<file path="src/hw/ptrg_pkg.sv">
package ptrg_pkg;

  // ----------------------------------------------------------------
  // Register indices (byte address is four times the index)
  // ----------------------------------------------------------------
  localparam logic [4:0] IDX_PAGE  = 5'h13;
  localparam logic [4:0] IDX_TRIG  = 5'h14;
  localparam logic [4:0] IDX_ESTS  = 5'h1b;
  localparam logic [4:0] IDX_EDATA = 5'h1f;
  localparam logic [4:0] IDX_TT0   = 5'h0c;
  localparam logic [4:0] IDX_TT3   = 5'h0f;
  localparam logic [4:0] IDX_TPW   = 5'h10;
  localparam logic [4:0] IDX_TPER  = 5'h11;
  localparam logic [4:0] IDX_TINIT = 5'h12;

  localparam logic [2:0] PAGE_EVT = 3'h4;
  localparam logic [2:0] PAGE_CFG = 3'h5;
  localparam logic [2:0] PAGE_RST = 3'h0;

  // ----------------------------------------------------------------
  // Trigger setup fields
  // ----------------------------------------------------------------
  localparam int TRG_PULSE  = 15;
  localparam int TRG_PER    = 14;
  localparam int TRG_LATE   = 13;
  localparam int TRG_NOTIFY = 12;
  localparam int TRG_RT_LSB = 8;
  localparam int TRG_FLIP   = 7;
  localparam int TRG_SEL_LSB = 1;
  localparam int TRG_COMMIT = 0;
  localparam int CFG_W      = 9;
  localparam logic [3:0] MAX_ROUTE = 4'hc;

  // ----------------------------------------------------------------
  // Event status fields and queue entry layout
  // ----------------------------------------------------------------
  localparam int EST_MULT    = 1;
  localparam int EST_W       = 11;
  localparam int ENT_W       = 89;
  localparam int ENT_EXT_LSB = 11;
  localparam int ENT_NS_LSB  = 27;
  localparam int ENT_SEC_LSB = 57;
  localparam logic [2:0] WI_EXT  = 3'h0;
  localparam logic [2:0] WI_NSL  = 3'h1;
  localparam logic [2:0] WI_NSH  = 3'h2;
  localparam logic [2:0] WI_SECL = 3'h3;
  localparam logic [2:0] WI_SECH = 3'h4;
  localparam logic [2:0] WI_END  = 3'h5;

  localparam int N_TRIG = 8;
  localparam int N_PINS = 12;
  localparam int EQ_DEPTH = 8;

  typedef enum logic [1:0] {
    TS_IDLE = 2'b00,
    TS_WAIT = 2'b01,
    TS_RUN  = 2'b11
  } ptrg_tstate_t;

endpackage

</file>
<file path="src/hw/ptrg_trig_unit.sv">
`timescale 1ns/1ns
module ptrg_trig_unit
  import ptrg_pkg::*;
(
  input  wire logic              mclk,
  input  wire logic              sys_rst,
  input  wire logic              load,
  input  wire logic [CFG_W-1:0]  cfg,
  input  wire logic [29:0]       t_ns,
  input  wire logic [31:0]       t_sec,
  input  wire logic [15:0]       width,
  input  wire logic [15:0]       period,
  input  wire logic              init_lvl,
  input  wire logic [29:0]       now_ns,
  input  wire logic [31:0]       now_sec,
  output logic                   trig_out,
  output logic                   done,
  output logic                   late_err
);

  // ----------------------------------------------------------------
  // Armed settings
  // ----------------------------------------------------------------
  ptrg_tstate_t     st_r;
  logic [61:0]      tgt_r;
  logic [15:0]      w_r;
  logic [15:0]      p_r;
  logic [15:0]      cnt_r;
  logic             init_r;
  logic             pulse_r;
  logic             per_r;
  logic             notify_r;
  logic             flip_r;

  wire [61:0] now_w    = {now_sec, now_ns};
  wire [61:0] ld_tgt   = {t_sec, t_ns};
  wire        ld_late  = now_w > ld_tgt;
  wire        due      = now_w >= tgt_r; // RQ25
  wire        shaped   = pulse_r & ~flip_r;
  wire        pw_end   = cnt_r == w_r - 16'h0001;
  wire        per_end  = cnt_r == p_r - 16'h0001;
  // Flip mode ignores the initial level entirely
  wire        fire_lvl = flip_r ? ~trig_out : ~init_r; // RQ20

  always_ff @(posedge mclk)
  begin
    done     <= 1'b0;
    late_err <= 1'b0;
    if (sys_rst)
    begin
      st_r     <= TS_IDLE;
      tgt_r    <= 62'h0;
      w_r      <= 16'h0;
      p_r      <= 16'h0;
      cnt_r    <= 16'h0;
      init_r   <= 1'b0;
      pulse_r  <= 1'b0;
      per_r    <= 1'b0;
      notify_r <= 1'b0;
      flip_r   <= 1'b0;
      trig_out <= 1'b0;
    end
    else if (load)
    begin
      tgt_r    <= ld_tgt;
      w_r      <= width;
      p_r      <= period;
      init_r   <= init_lvl;
      pulse_r  <= cfg[8];
      per_r    <= cfg[7];
      notify_r <= cfg[5];
      flip_r   <= cfg[0];
      cnt_r    <= 16'h0;
      if (!cfg[0])
        trig_out <= init_lvl;
      if (ld_late && !cfg[6])
      begin
        late_err <= cfg[5]; // RQ18
        st_r     <= TS_IDLE;
      end
      else
        st_r <= TS_WAIT; // RQ16
    end
    else
    begin
      unique case (st_r)
        TS_IDLE: ;
        TS_WAIT:
          if (due)
          begin
            trig_out <= fire_lvl; // RQ14
            cnt_r    <= 16'h0;
            st_r     <= TS_RUN;
          end
        TS_RUN:
        begin
          cnt_r <= cnt_r + 16'h0001;
          if (shaped && pw_end)
            trig_out <= init_r; // RQ14
          if (per_r && per_end)
          begin
            // Restart; a periodic run never raises done, so a late periodic start that fires reports nothing
            trig_out <= fire_lvl; // RQ15 RQ17
            cnt_r    <= 16'h0;
          end
          else if (!per_r && (!shaped || pw_end))
          begin
            done <= notify_r; // RQ18
            st_r <= TS_IDLE; // RQ15
          end
        end
        default: st_r <= TS_IDLE;
      endcase
    end
  end

endmodule

</file>
<file path="src/hw/ptrg_readout_trig.sv">
`timescale 1ns/1ns
// Contract
// RQ1: extended status word read before timestamp words
// RQ2: multi-event flag marks extended word present
// RQ3: timestamp given as four 16-bit reads
// RQ4: order ns low, ns high, sec low, sec high
// RQ5: top two bits of ns high word zero
// RQ6: software trusts data only when status valid
// RQ7: partial timestamp reads are tolerated
// RQ8: status read advances to next queued event
// RQ9: extended word holds detect and edge per unit
// RQ10: trigger registers only on page five
// RQ11: commit bit writes fields to selected trigger
// RQ12: select without commit picks readback trigger
// RQ13: commit self-clears and reads zero
// RQ14: pulse bit gives pulse not edge
// RQ15: repeat bit gives periodic output
// RQ16: fire-if-late fires at once when past
// RQ17: late periodic start raises no notification
// RQ18: notify bit reports completion or late error
// RQ19: route field ties trigger to pin 1-12
// RQ20: flip mode toggles, ignores initial level
// RQ21: select field addresses trigger unit
// RQ22: reserved bits ignored, read zero
// RQ23: status zero means no event available
// RQ24: length field gives changed words minus one
// RQ25: trigger fires when clock reaches time
module ptrg_readout_trig
  import ptrg_pkg::*;
#(
  parameter int QDEPTH = EQ_DEPTH
)
(
  input  wire logic              mclk,
  input  wire logic              sys_rst,
  input  wire logic              psel,
  input  wire logic              penable,
  input  wire logic              pwrite,
  input  wire logic [7:0]        paddr,
  input  wire logic [31:0]       pwdata,
  output logic [31:0]            prdata,
  output logic                   pready,
  output logic                   pslverr,
  input  wire logic              evq_push,
  input  wire logic [EST_W-1:0]  evq_status,
  input  wire logic [15:0]       evq_ext,
  input  wire logic [29:0]       evq_ns,
  input  wire logic [31:0]       evq_sec,
  output logic                   evq_full,
  input  wire logic [29:0]       rtc_ns,
  input  wire logic [31:0]       rtc_sec,
  input  wire logic              trig_int_en,
  output logic [N_TRIG-1:0]      trig_out,
  output logic [N_PINS-1:0]      gpio_trig,
  output logic [N_TRIG-1:0]      trig_done,
  output logic [N_TRIG-1:0]      trig_late,
  output logic                   trig_int
);

  localparam int QAW = $clog2(QDEPTH);

  // ----------------------------------------------------------------
  // APB decode
  // ----------------------------------------------------------------
  logic [2:0]  page_r;
  logic        pready_r;
  logic [31:0] prdata_r;
  logic        pslverr_r;

  wire [4:0] idx      = paddr[6:2];
  wire       aligned  = (paddr[1:0] == 2'b00) && !paddr[7];
  wire       on_evt   = page_r == PAGE_EVT;
  wire       on_cfg   = page_r == PAGE_CFG; // RQ10
  wire       hit_page = aligned && idx == IDX_PAGE;
  wire       hit_ests = aligned && on_evt && idx == IDX_ESTS;
  wire       hit_edat = aligned && on_evt && idx == IDX_EDATA;
  wire       hit_trig = aligned && on_cfg && idx == IDX_TRIG; // RQ10
  wire       hit_tt   = aligned && on_cfg && idx >= IDX_TT0 && idx <= IDX_TT3;
  wire       hit_tpw  = aligned && on_cfg && idx == IDX_TPW;
  wire       hit_tper = aligned && on_cfg && idx == IDX_TPER;
  wire       hit_tini = aligned && on_cfg && idx == IDX_TINIT;
  wire       hit_any  = hit_page | hit_ests | hit_edat | hit_trig |
                        hit_tt | hit_tpw | hit_tper | hit_tini;
  wire       acc      = psel & penable;
  wire       fin      = acc & pready_r;
  wire       wr_x     = fin & pwrite & hit_any;
  wire       rd_x     = fin & ~pwrite & hit_any;

  assign pready  = pready_r;
  assign prdata  = prdata_r;
  assign pslverr = pslverr_r;

  // ----------------------------------------------------------------
  // Event queue
  // ----------------------------------------------------------------
  logic [ENT_W-1:0] q_mem [QDEPTH];
  logic [QAW-1:0]   q_wp_r;
  logic [QAW-1:0]   q_rp_r;
  logic [QAW:0]     q_cnt_r;
  logic             ests_live_r;

  wire             q_empty = q_cnt_r == '0;
  wire             q_push  = evq_push & ~evq_full;
  wire             q_pop   = rd_x & hit_ests & ests_live_r; // RQ8
  wire [ENT_W-1:0] q_head  = q_mem[q_rp_r];
  wire [ENT_W-1:0] q_new   = {evq_sec, evq_ns, evq_ext, evq_status};

  // Capture logic owns the missed count, so a push into a full queue is dropped
  assign evq_full = q_cnt_r == QDEPTH[QAW:0];

  // Status is sampled one cycle before the pop; an event pushed into an
  // empty queue in between must stay queued, not vanish behind a zero status
  always_ff @(posedge mclk)
  begin
    if (sys_rst)
      ests_live_r <= 1'b0;
    else
      ests_live_r <= acc & ~pready_r & ~q_empty; // RQ23
  end

  always_ff @(posedge mclk)
  begin
    if (q_push)
      q_mem[q_wp_r] <= q_new;
  end

  always_ff @(posedge mclk)
  begin
    if (sys_rst)
    begin
      q_wp_r  <= '0;
      q_rp_r  <= '0;
      q_cnt_r <= '0;
    end
    else
    begin
      if (q_push)
        q_wp_r <= q_wp_r + 1'b1;
      if (q_pop)
        q_rp_r <= q_rp_r + 1'b1;
      if (q_push && !q_pop)
        q_cnt_r <= q_cnt_r + 1'b1;
      else if (q_pop && !q_push)
        q_cnt_r <= q_cnt_r - 1'b1;
    end
  end

  // ----------------------------------------------------------------
  // Current event and data word sequencing
  // ----------------------------------------------------------------
  logic [ENT_W-1:0] cur_r;
  logic             cur_vld_r;
  logic [2:0]       widx_r;

  // Queue empty reads as all zero status
  wire [15:0] ests_val  = q_empty ? 16'h0000 :
                          {5'h00, q_head[EST_W-1:0]}; // RQ23 RQ24 RQ2
  wire        head_mult = q_head[EST_MULT];
  wire [15:0] c_ext     = cur_r[ENT_EXT_LSB +: 16]; // RQ9
  wire [29:0] c_ns      = cur_r[ENT_NS_LSB +: 30];
  wire [31:0] c_sec     = cur_r[ENT_SEC_LSB +: 32];
  logic [15:0] edat_val;

  always_comb
  begin
    edat_val = 16'h0000;
    if (cur_vld_r)
    begin
      unique case (widx_r)
        WI_EXT:  edat_val = c_ext; // RQ1
        WI_NSL:  edat_val = c_ns[15:0]; // RQ3 RQ4
        WI_NSH:  edat_val = {2'b00, c_ns[29:16]}; // RQ5
        WI_SECL: edat_val = c_sec[15:0];
        WI_SECH: edat_val = c_sec[31:16];
        default: edat_val = 16'h0000;
      endcase
    end
  end

  always_ff @(posedge mclk)
  begin
    if (sys_rst)
    begin
      cur_r     <= '0;
      cur_vld_r <= 1'b0;
      widx_r    <= WI_END;
    end
    else if (rd_x && hit_ests)
    begin
      // Any skipped words are simply abandoned here
      cur_r     <= q_head; // RQ7 RQ8
      cur_vld_r <= ests_live_r; // RQ6
      widx_r    <= head_mult ? WI_EXT : WI_NSL; // RQ1 RQ2
    end
    else if (rd_x && hit_edat && widx_r != WI_END)
      widx_r <= widx_r + 3'h1; // RQ3
  end

  // ----------------------------------------------------------------
  // Trigger setup and staging registers
  // ----------------------------------------------------------------
  logic [CFG_W-1:0] cfg_r [N_TRIG];
  logic [2:0]       sel_r;
  logic [15:0]      tt_r [4];
  logic [15:0]      tpw_r;
  logic [15:0]      tper_r;
  logic             tini_r;
  logic [N_TRIG-1:0] load_r;

  wire [2:0]       wsel    = pwdata[TRG_SEL_LSB +: 3];
  wire             commit  = wr_x & hit_trig & pwdata[TRG_COMMIT]; // RQ11
  wire [CFG_W-1:0] wcfg    = pwdata[TRG_PULSE:TRG_FLIP]; // RQ22
  wire [CFG_W-1:0] rd_cfg  = cfg_r[sel_r];
  // Commit bit and reserved bits are never stored
  wire [15:0]      trig_val = {rd_cfg, 3'b000, sel_r, 1'b0}; // RQ13 RQ22 RQ12
  wire [1:0]       tt_i     = idx[1:0];

  always_ff @(posedge mclk)
  begin
    if (sys_rst)
    begin
      sel_r  <= 3'h0;
      tpw_r  <= 16'h0001;
      tper_r <= 16'h0002;
      tini_r <= 1'b0;
      page_r <= PAGE_RST;
      load_r <= '0;
      for (int i = 0; i < 4; i++)
        tt_r[i] <= 16'h0000;
      for (int i = 0; i < N_TRIG; i++)
        cfg_r[i] <= '0;
    end
    else
    begin
      load_r <= '0;
      if (wr_x && hit_page)
        page_r <= pwdata[2:0];
      if (wr_x && hit_trig)
        sel_r <= wsel; // RQ21 RQ12
      if (commit)
      begin
        cfg_r[wsel]  <= wcfg; // RQ11 RQ21
        load_r[wsel] <= 1'b1; // RQ13
      end
      if (wr_x && hit_tt)
        tt_r[tt_i] <= pwdata[15:0];
      if (wr_x && hit_tpw)
        tpw_r <= pwdata[15:0];
      if (wr_x && hit_tper)
        tper_r <= pwdata[15:0];
      if (wr_x && hit_tini)
        tini_r <= pwdata[0];
    end
  end

  // ----------------------------------------------------------------
  // Read mux and APB answer (one wait state)
  // ----------------------------------------------------------------
  wire [15:0] rd_val =
    hit_page ? {13'h0000, page_r} :
    hit_ests ? ests_val :
    hit_edat ? edat_val :
    hit_trig ? trig_val :
    hit_tt   ? tt_r[tt_i] :
    hit_tpw  ? tpw_r :
    hit_tper ? tper_r :
    hit_tini ? {15'h0000, tini_r} : 16'h0000;

  always_ff @(posedge mclk)
  begin
    if (sys_rst)
    begin
      pready_r  <= 1'b0;
      prdata_r  <= 32'h0000_0000;
      pslverr_r <= 1'b0;
    end
    else
    begin
      pready_r  <= acc & ~pready_r;
      prdata_r  <= (acc && !pready_r && !pwrite) ? {16'h0000, rd_val} : 32'h0000_0000;
      pslverr_r <= acc & ~pready_r & ~hit_any;
    end
  end

  // ----------------------------------------------------------------
  // Trigger units
  // ----------------------------------------------------------------
  wire [29:0] st_ns  = {tt_r[1][13:0], tt_r[0]};
  wire [31:0] st_sec = {tt_r[3], tt_r[2]};

  for (genvar u = 0; u < N_TRIG; u++)
  begin : g_unit
    ptrg_trig_unit u_trig (
      .mclk     (mclk),
      .sys_rst  (sys_rst),
      .load     (load_r[u]),
      .cfg      (cfg_r[u]),
      .t_ns     (st_ns),
      .t_sec    (st_sec),
      .width    (tpw_r),
      .period   (tper_r),
      .init_lvl (tini_r),
      .now_ns   (rtc_ns),
      .now_sec  (rtc_sec),
      .trig_out (trig_out[u]),
      .done     (trig_done[u]),
      .late_err (trig_late[u])
    );
  end

  // ----------------------------------------------------------------
  // Pin routing; out-of-range route codes connect nowhere
  // ----------------------------------------------------------------
  logic [N_PINS-1:0] pin_nxt;

  for (genvar p = 0; p < N_PINS; p++)
  begin : g_pin
    logic [N_TRIG-1:0] on_pin;
    for (genvar u = 0; u < N_TRIG; u++)
    begin : g_src
      wire [3:0] rt = cfg_r[u][4:1];
      assign on_pin[u] = trig_out[u] && rt != 4'h0 && rt <= MAX_ROUTE &&
                         rt == 4'(p + 1); // RQ19
    end
    assign pin_nxt[p] = |on_pin;
  end

  always_ff @(posedge mclk)
  begin
    if (sys_rst)
    begin
      gpio_trig <= '0;
      trig_int  <= 1'b0;
    end
    else
    begin
      gpio_trig <= pin_nxt;
      trig_int  <= trig_int_en & (|(trig_done | trig_late)); // RQ18
    end
  end

endmodule

</file>
<file path="config.mk">
export PLATFORM = sky130hd
export DESIGN_NAME = ptrg_readout_trig
export DESIGN_NICKNAME = d
export VERILOG_FILES = /design/src/hw/ptrg_pkg.sv /design/src/hw/ptrg_trig_unit.sv /design/src/hw/ptrg_readout_trig.sv
export SDC_FILE = /design/constraint.sdc
export NUM_CORES = 2
export LEC_CHECK = 0
export ABC_AREA = 1
export BUFFER_PORTS_ARGS = -buffer_cell sky130_fd_sc_hd__buf_2
export CORE_ASPECT_RATIO = 1.2
export CORE_MARGIN = 5
export CORE_UTILIZATION = 57
export DETAILED_ROUTE_END_ITERATION = 7
export PLACE_DENSITY_LB_ADDON = 0.12
export REMOVE_ABC_BUFFERS = 1
export SYNTH_ARGS = -nofsm -noshare
export SYNTH_HDL_FRONTEND = slang
export SYNTH_SLANG_ARGS = --single-unit
</file>
<file path="constraint.sdc">
create_clock -name mclk -period 7.3 [get_ports mclk]
set_clock_uncertainty 0.15 [all_clocks]
set_input_delay 2.19 -clock mclk [delete_from_list [all_inputs] [get_ports mclk]]
set_output_delay 2.19 -clock mclk [all_outputs]
set_load 0.005 [all_outputs]
</file>
* Yosys cells after proc, flatten, opt, wreduce, memory -nomap -nowiden *
Memories as Yosys holds them, arrays and structs flattened. A register that Yosys moved wholly into a read port is not among the register bits.
Cells that the tools add are included.
Widths: inputs -> output; s select.

operators by class
  $add $sub $neg = 29
  order comparisons = 21
  equality and inequality tests = 199
  muxes and demuxes = 166
  bitwise logic cells = 94
  reduce and logical (&&, ||, !) cells = 310

operator list
  cell                   count
  $ge 62x62->1           8
  $mux 16                25
  $eq 16x16->1           16
  $pmux 16 s2            8
  $sub 16x1->16 const B  16
  $logic_and 1x1->1      170
  $eq 4x4->1 const B     41
  $add 16x1->16 const B  8
  $eq 4x3->1 const B     32
  $reduce_or 8->1        13
  $pmux 16 s5            1
  $mux 1                 71
  $mux 2                 33
  $eq 4x2->1 const B     16
  $reduce_and 4->1       16
  $not 1->1              63
  $gt 62x62->1           1
  $ne 3x2->1 const B     16
  $pmux 2 s3             8
  $reduce_or 5->1        8
  $eq 5x5->1 const B     7
  $eq 4x1->1 const B     8
  $le 4x4->1 const B     8
  $ne 2x2->1 const B     16
  37 further kinds       210

storage, ports and cells
  register bits after elaboration = 1158
  memory bits (writable) = 848
  input bits = 198
  output and inout port bits = 72
  logic and storage cells = 946
  memories kept = 3

memories
  memory  words  width  rd ports  clocked after memory_dff  wr ports  RTL line                  source
  q_mem   8      89     1         1                         1         ptrg_readout_trig.sv:96   logic [ENT_W-1:0] q_mem [QDEPTH];
  cfg_r   8      9      9         1                         8         ptrg_readout_trig.sv:202  logic [CFG_W-1:0] cfg_r [N_TRIG];
  tt_r    4      16     5         0                         4         ptrg_readout_trig.sv:204  logic [15:0] tt_r [4];

* Longest topological paths before layout *
  depth in word-level cells = 19
  mapped depth = 21
  mapped depth without buffers = 21

* By module *
Synthesis repeated with hierarchy kept, for this count alone.

unflattened totals
  cells, all modules = 14586
  area, all modules = 114208.3 um2

modules (own cells, without submodules)
  module             instances  cells an instance  area an instance (um2)  seq. area each (um2)
  ptrg_trig_unit     8          1316               8944.8                  2402.3
  ptrg_readout_trig  1          4058               42649.7                 29007.8

* Worst setup path before layout *
No wires, ideal clock.

  path kind = in2reg
  from = input evq_push
  to = memory q_mem[1][0], enable pin
  setup time = 0.537 ns
  data arrival time = 6.424 ns
  required time = 6.613 ns
  setup slack = 0.189 ns
  stages = 6
  buffers on the path = 0
  cell sequence = inv_1 nor2_1 inv_1 nor2_1 inv_1 nor2_1

between the ends
  longest elaborated chain between the ends = 3

ends and longest elaborated chain
  item                          RTL line                  source
  from (decl)                   ptrg_readout_trig.sv:44   input wire logic evq_push,
  $and 1x1->1                   ptrg_readout_trig.sv:103  wire q_push = evq_push & ~evq_full;
  via q_push                    ptrg_readout_trig.sv:103
  $mux 1                        ptrg_readout_trig.sv:123  if (q_push)
  $mux 1 (not written as such)  ptrg_readout_trig.sv:124  q_mem[q_wp_r] <= q_new;
  to (decl)                     ptrg_readout_trig.sv:96

The timed path passes the listed nets, and every way through them passes these cells.

* Final worst setup path *
  from = input paddr[1]
  to = register q_cnt_r[3]

between the ends
  longest elaborated chain between the ends = 17
  elaborated cells between the ends (all ways) = 28
  those cells by class = 1 x mux; 10 x bitwise; 17 x reduce/logical

ends and longest elaborated chain
  item                                                RTL line                                          source
  from (decl)                                         ptrg_readout_trig.sv:39                           input wire logic [7:0] paddr,
  $logic_not 2->1 *                                   ptrg_readout_trig.sv:71                           wire aligned = (paddr[1:0] == 2'b00) && !paddr[7];
  $logic_and 1x1->1 *                                 ptrg_readout_trig.sv:71
  $logic_and 1x1->1                                   ptrg_readout_trig.sv:75, ptrg_readout_trig.sv:76
  $logic_and 1x1->1                                   ptrg_readout_trig.sv:75                           wire hit_ests = aligned && on_evt && idx == IDX_ESTS;
  $or 1x1->1 (4 in a row)                             ptrg_readout_trig.sv:82                           wire hit_any = hit_page | hit_ests | hit_edat | hit_trig |
  $or 1x1->1 (3 in a row)                             ptrg_readout_trig.sv:83                           hit_tt | hit_tpw | hit_tper | hit_tini;
  $and 1x1->1                                         ptrg_readout_trig.sv:87                           wire rd_x = fin & ~pwrite & hit_any;
  $and 1x1->1 * (2 in a row)                          ptrg_readout_trig.sv:104                          wire q_pop = rd_x & hit_ests & ests_live_r;
  $logic_not 1->1                                     ptrg_readout_trig.sv:141                          if (q_push && !q_pop)
  $logic_and 1x1->1                                   ptrg_readout_trig.sv:141
  $mux 4 / $reduce_bool 2->1 (equally long branches)  n/a
  to (signal assigned)                                ptrg_readout_trig.sv:142                          q_cnt_r <= q_cnt_r + 1'b1;
  to (signal assigned)                                ptrg_readout_trig.sv:144                          q_cnt_r <= q_cnt_r - 1'b1;
  to (decl)                                           ptrg_readout_trig.sv:99                           logic [QAW:0] q_cnt_r;

Every way passes the cells marked *; elsewhere a longest branch is shown, timed or not.
A chain may end at the register's enable or synchronous reset.

==> run summary <==
status -> finished with violations
violated checks -> max-capacitance violations, max-slew violations
busiest metal layer after global routing -> met2
Cell Area, Synth -> 0.0997 mm²
met1 usage -> 42.4%
max cap viols -> 1
fmax -> 186 MHz
Avg Cell Area, Syn -> 8.28 µm²
largest net degree at the start of global routing -> 205
Placer Congestion -> 0.956
Crit Reg-Reg Endpoint -> g_unit[7].u_trig.late_err
DR pass1 iterations -> 8
Synth warnings -> 0
CP required -> 7.88 ns
first-pass GRT wire length -> 481 mm
r2r startpoint -> tt_r[1][13]
CTS Buf Count -> 198
worst-case reg-to-reg path depth -> 13
Pwr Density -> 217 mW/mm²
routed len/inst -> 22.1 µm
Clk Latency, worst-skew pair -> 0.87 ns
final setup vio count -> 0
Worst IR Drop VDD -> 241 µV
vias in the first global route -> 81.8k
max_slew headroom -> -1.10%
initial drt markers -> 7725
RSZ-0062 raised after global routing -> false
cts repair resizes -> 0
hold_sp -> g_unit[3].u_trig.notify_r
fin nets -> 12.8k
Synth Area in Adders -> 7.45%
Seq/Total Area, Yosys -> 48.4%
drt total wl -> 322 mm
Hold-fix buffers, CTS -> 0
Vias -> 85.9k
register bit count reported by yosys -> 1985
Min Clock Period, post-route -> 5.39 ns
Rows -> 168
cells after synthesis -> 12.0k
Hold WC Path Type -> flop to flop
fin util -> 62.8%
CP Launch Type -> primary input
die area -> 0.183 mm²
Num Clock Sinks -> 1985
GR Layer Usage met3 -> 8.99%
Total Routing Usage GR -> 34.1%
residual DRC count -> 0
Pins Over Slew Limit -> 1
crit-path max FO -> 11
drt via density -> 5.90
critical path arrival -> 5.97 ns
FFs w/ async S/R, synth -> 0%
hold path depth -> 2
grt met2 use -> 55.0%
main combinational cell family by area after synthesis -> simple AND/OR/NAND/NOR gates
# port buffers -> 237
Main synth FF type -> dfxtp_1
Post-Synth XOR/XNOR Area -> 2.12%
post-synthesis mux area share -> 0.0100%
Distinct cells, synth -> 68
clk buf depth -> 3
Critical Path Sink Type -> flop
final setup TNS -> 0 ns
H-tree levels -> 4
CP Class -> primary input to flop
Compound-Gate Fraction of Synth Area -> 14.3%
Boundary Pins -> 270
Post-synth EDFFs -> 848
Clock Pin Slew Worst Setup and Hold Paths -> 0.06 ns
core area -> 0.174 mm²
Hold EP -> g_unit[3].u_trig.done
layout cells sized above 1 -> 6.47%
initial core utilization -> 57.2%
Worst-Margin Slew -> 1.50 ns
post-synthesis simple-gate area fraction -> 19.9%
HPWL after DPL -> 219 mm
ANT nets after route -> 0
final hold vios -> 0
R2R Setup Slk -> 3.01 ns
total grt overflow -> 0
initial antenna violation count -> 76
Area Growth Syn to Fin -> 9.77%
fin crit share -> 73.8%
P_leak -> 44.9 nW
CTS tree -> yes
Die H -> 468 µm
CTS root buf -> clkbuf_16
Post-CTS Setup Bufs -> 0
Die W -> 392 µm
[worst max path at each step]
stage          cells after the start     start          to
2_1_floorplan                      9      flop   prdata[0]
3_3_place_gp                      20  paddr[1]  q_cnt_r[3]
3_5_place_dp                      20  paddr[1]  q_cnt_r[3]
4_1_cts                           20  paddr[1]  q_cnt_r[3]
5_1_grt                           20  paddr[1]  q_cnt_r[3]
6_report                          20  paddr[1]  q_cnt_r[3]
[cell usage after synthesis, types with 10 or more instances]
| master | number | share of area (%) |
|---|---|---|
| a221oi_1 | 163 | 1.4 |
| xor2_1 | 162 | 1.4 |
| nor2_1 | 1037 | 3.9 |
| buf_1 | 24 | 0.090 |
| a22o_1 | 10 | 0.088 |
| a31oi_1 | 19 | 0.12 |
| buf_2 | 39 | 0.20 |
| nand2_1 | 2717 | 10 |
| o22ai_1 | 645 | 4.0 |
| a21o_1 | 26 | 0.20 |
| o221ai_1 | 11 | 0.097 |
| nor2_2 | 42 | 0.26 |
| a32o_1 | 13 | 0.13 |
| clkinv_1 | 68 | 0.26 |
| buf_4 | 42 | 0.32 |
| a21oi_1 | 940 | 4.7 |
| ha_1 | 592 | 7.4 |
| o21ai_1 | 16 | 0.080 |
| xnor2_1 | 74 | 0.65 |
| o21a_1 | 10 | 0.075 |
| o211ai_1 | 23 | 0.17 |
| nand4_1 | 95 | 0.60 |
| inv_1 | 1403 | 5.3 |
| nor4_1 | 82 | 0.51 |
| nor3_1 | 112 | 0.56 |
| inv_2 | 25 | 0.094 |
| nand3_1 | 513 | 2.6 |
| nand3b_1 | 53 | 0.40 |
| o21ai_0 | 516 | 2.6 |
| or2_2 | 16 | 0.10 |
| o21bai_1 | 16 | 0.12 |
| clkbuf_1 | 402 | 1.5 |
| and3_1 | 10 | 0.063 |
| nor3b_1 | 11 | 0.083 |
| buf_6 | 15 | 0.17 |
| edfxtp_1 | 848 | 26 |
| nor3_2 | 27 | 0.27 |
| dfxtp_1 | 1137 | 23 |
[power breakdown]
| group | switching [W] | internal [W] |
|---|---|---|
| logic | 0.000966 | 0.000363 |
| registers | 0.0000738 | 0.0118 |
| clock network | 0.00454 | 0.00607 |
[per-layer routing]
metal / wire length [µm] / part of all wire (%) / vias to the layer above
li1: - / - / 40800
met1: 126000 / 39 / 40600
met2: 145000 / 45 / 3549
met3: 31700 / 9.9 / 841
met4: 18600 / 5.8 / 62
met5: 407 / 0.13 / -
[logic make-up after synthesis]
family	after synthesis
AND/OR/NAND/NOR	4750
flip-flops	1985
AO/OA/AOI/OAI	2455
XOR/XNOR	238
multiplexers	1
buffers and inverters	2018
other	1
adder cells (fa/ha/maj)	593
[cell usage in the layout (no fill, tap or decap), drive strengths merged, types with 163 or more instances in the layout]
cell type	synthesis	final
edfxtp	848	848
a221oi	163	163
nor2	1084	1084
o21ai	532	532
inv	1428	1428
ha	592	592
o22ai	645	645
a21oi	943	943
nand2	2724	2724
buf	120	318
nand3	522	522
dfxtp	1137	1137
clkbuf	402	301
[flip-flops by register name (all words and copies together) (netlist names), 64 cells and up, named ones only]
register / cells
g_unit.u_trig.p_r: 128
g_unit.u_trig.cnt_r: 128
g_unit.u_trig.w_r: 128
cur_r: 78
tt_r: 64
cfg_r: 72
q_mem: 712
g_unit.u_trig.tgt_r: 496
[metrics by stage]
step	total power, W	worst slack (ns)	instance area [µm²]	hold WS, ns	std cells
2_1_floorplan	0.0128	-8.30	97500	0.272	11500
3_3_place_gp	0.0133	1.31	103000	0.287	14100
3_5_place_dp	0.0134	1.23	103000	0.294	14100
4_1_cts	0.0238	2.12	109000	0.307	14500
5_1_grt	0.0245	1.64	109000	0.327	14500
6_report	0.0238	1.91	109000	0.306	14600
[critical path: stages]
cell      delay (ns)
buf_2           0.10
nor3_2          0.55
and3_1          0.52
nand3_1         0.35
nand4_1         0.17
nor2_1          0.08
nand2_4         0.15
nand4_1         0.14
nor2_1          0.17
nand2_1         0.07
ha_1            0.21
inv_1           0.12
ha_1            0.27
and3_1          0.19
a211oi_1        0.25
nor2_1          0.07
nor2_1          0.09
nand2_1         0.07
o21ai_0         0.15
a21oi_1         0.05
[final cells by class]
class | count | area [µm²]
diodes | 39 | 97.6
clock inverters | 74 | 1010
fillers | 15000 | 64800
flip-flops and latches | 1985 | 48200
well taps | 2295 | 2870
inverters | 1496 | 5650
repair buffers | 319 | 2000
multi-input cells | 8053 | 43800
clock buffers | 300 | 5810
Power figures use the tool's default switching activity.
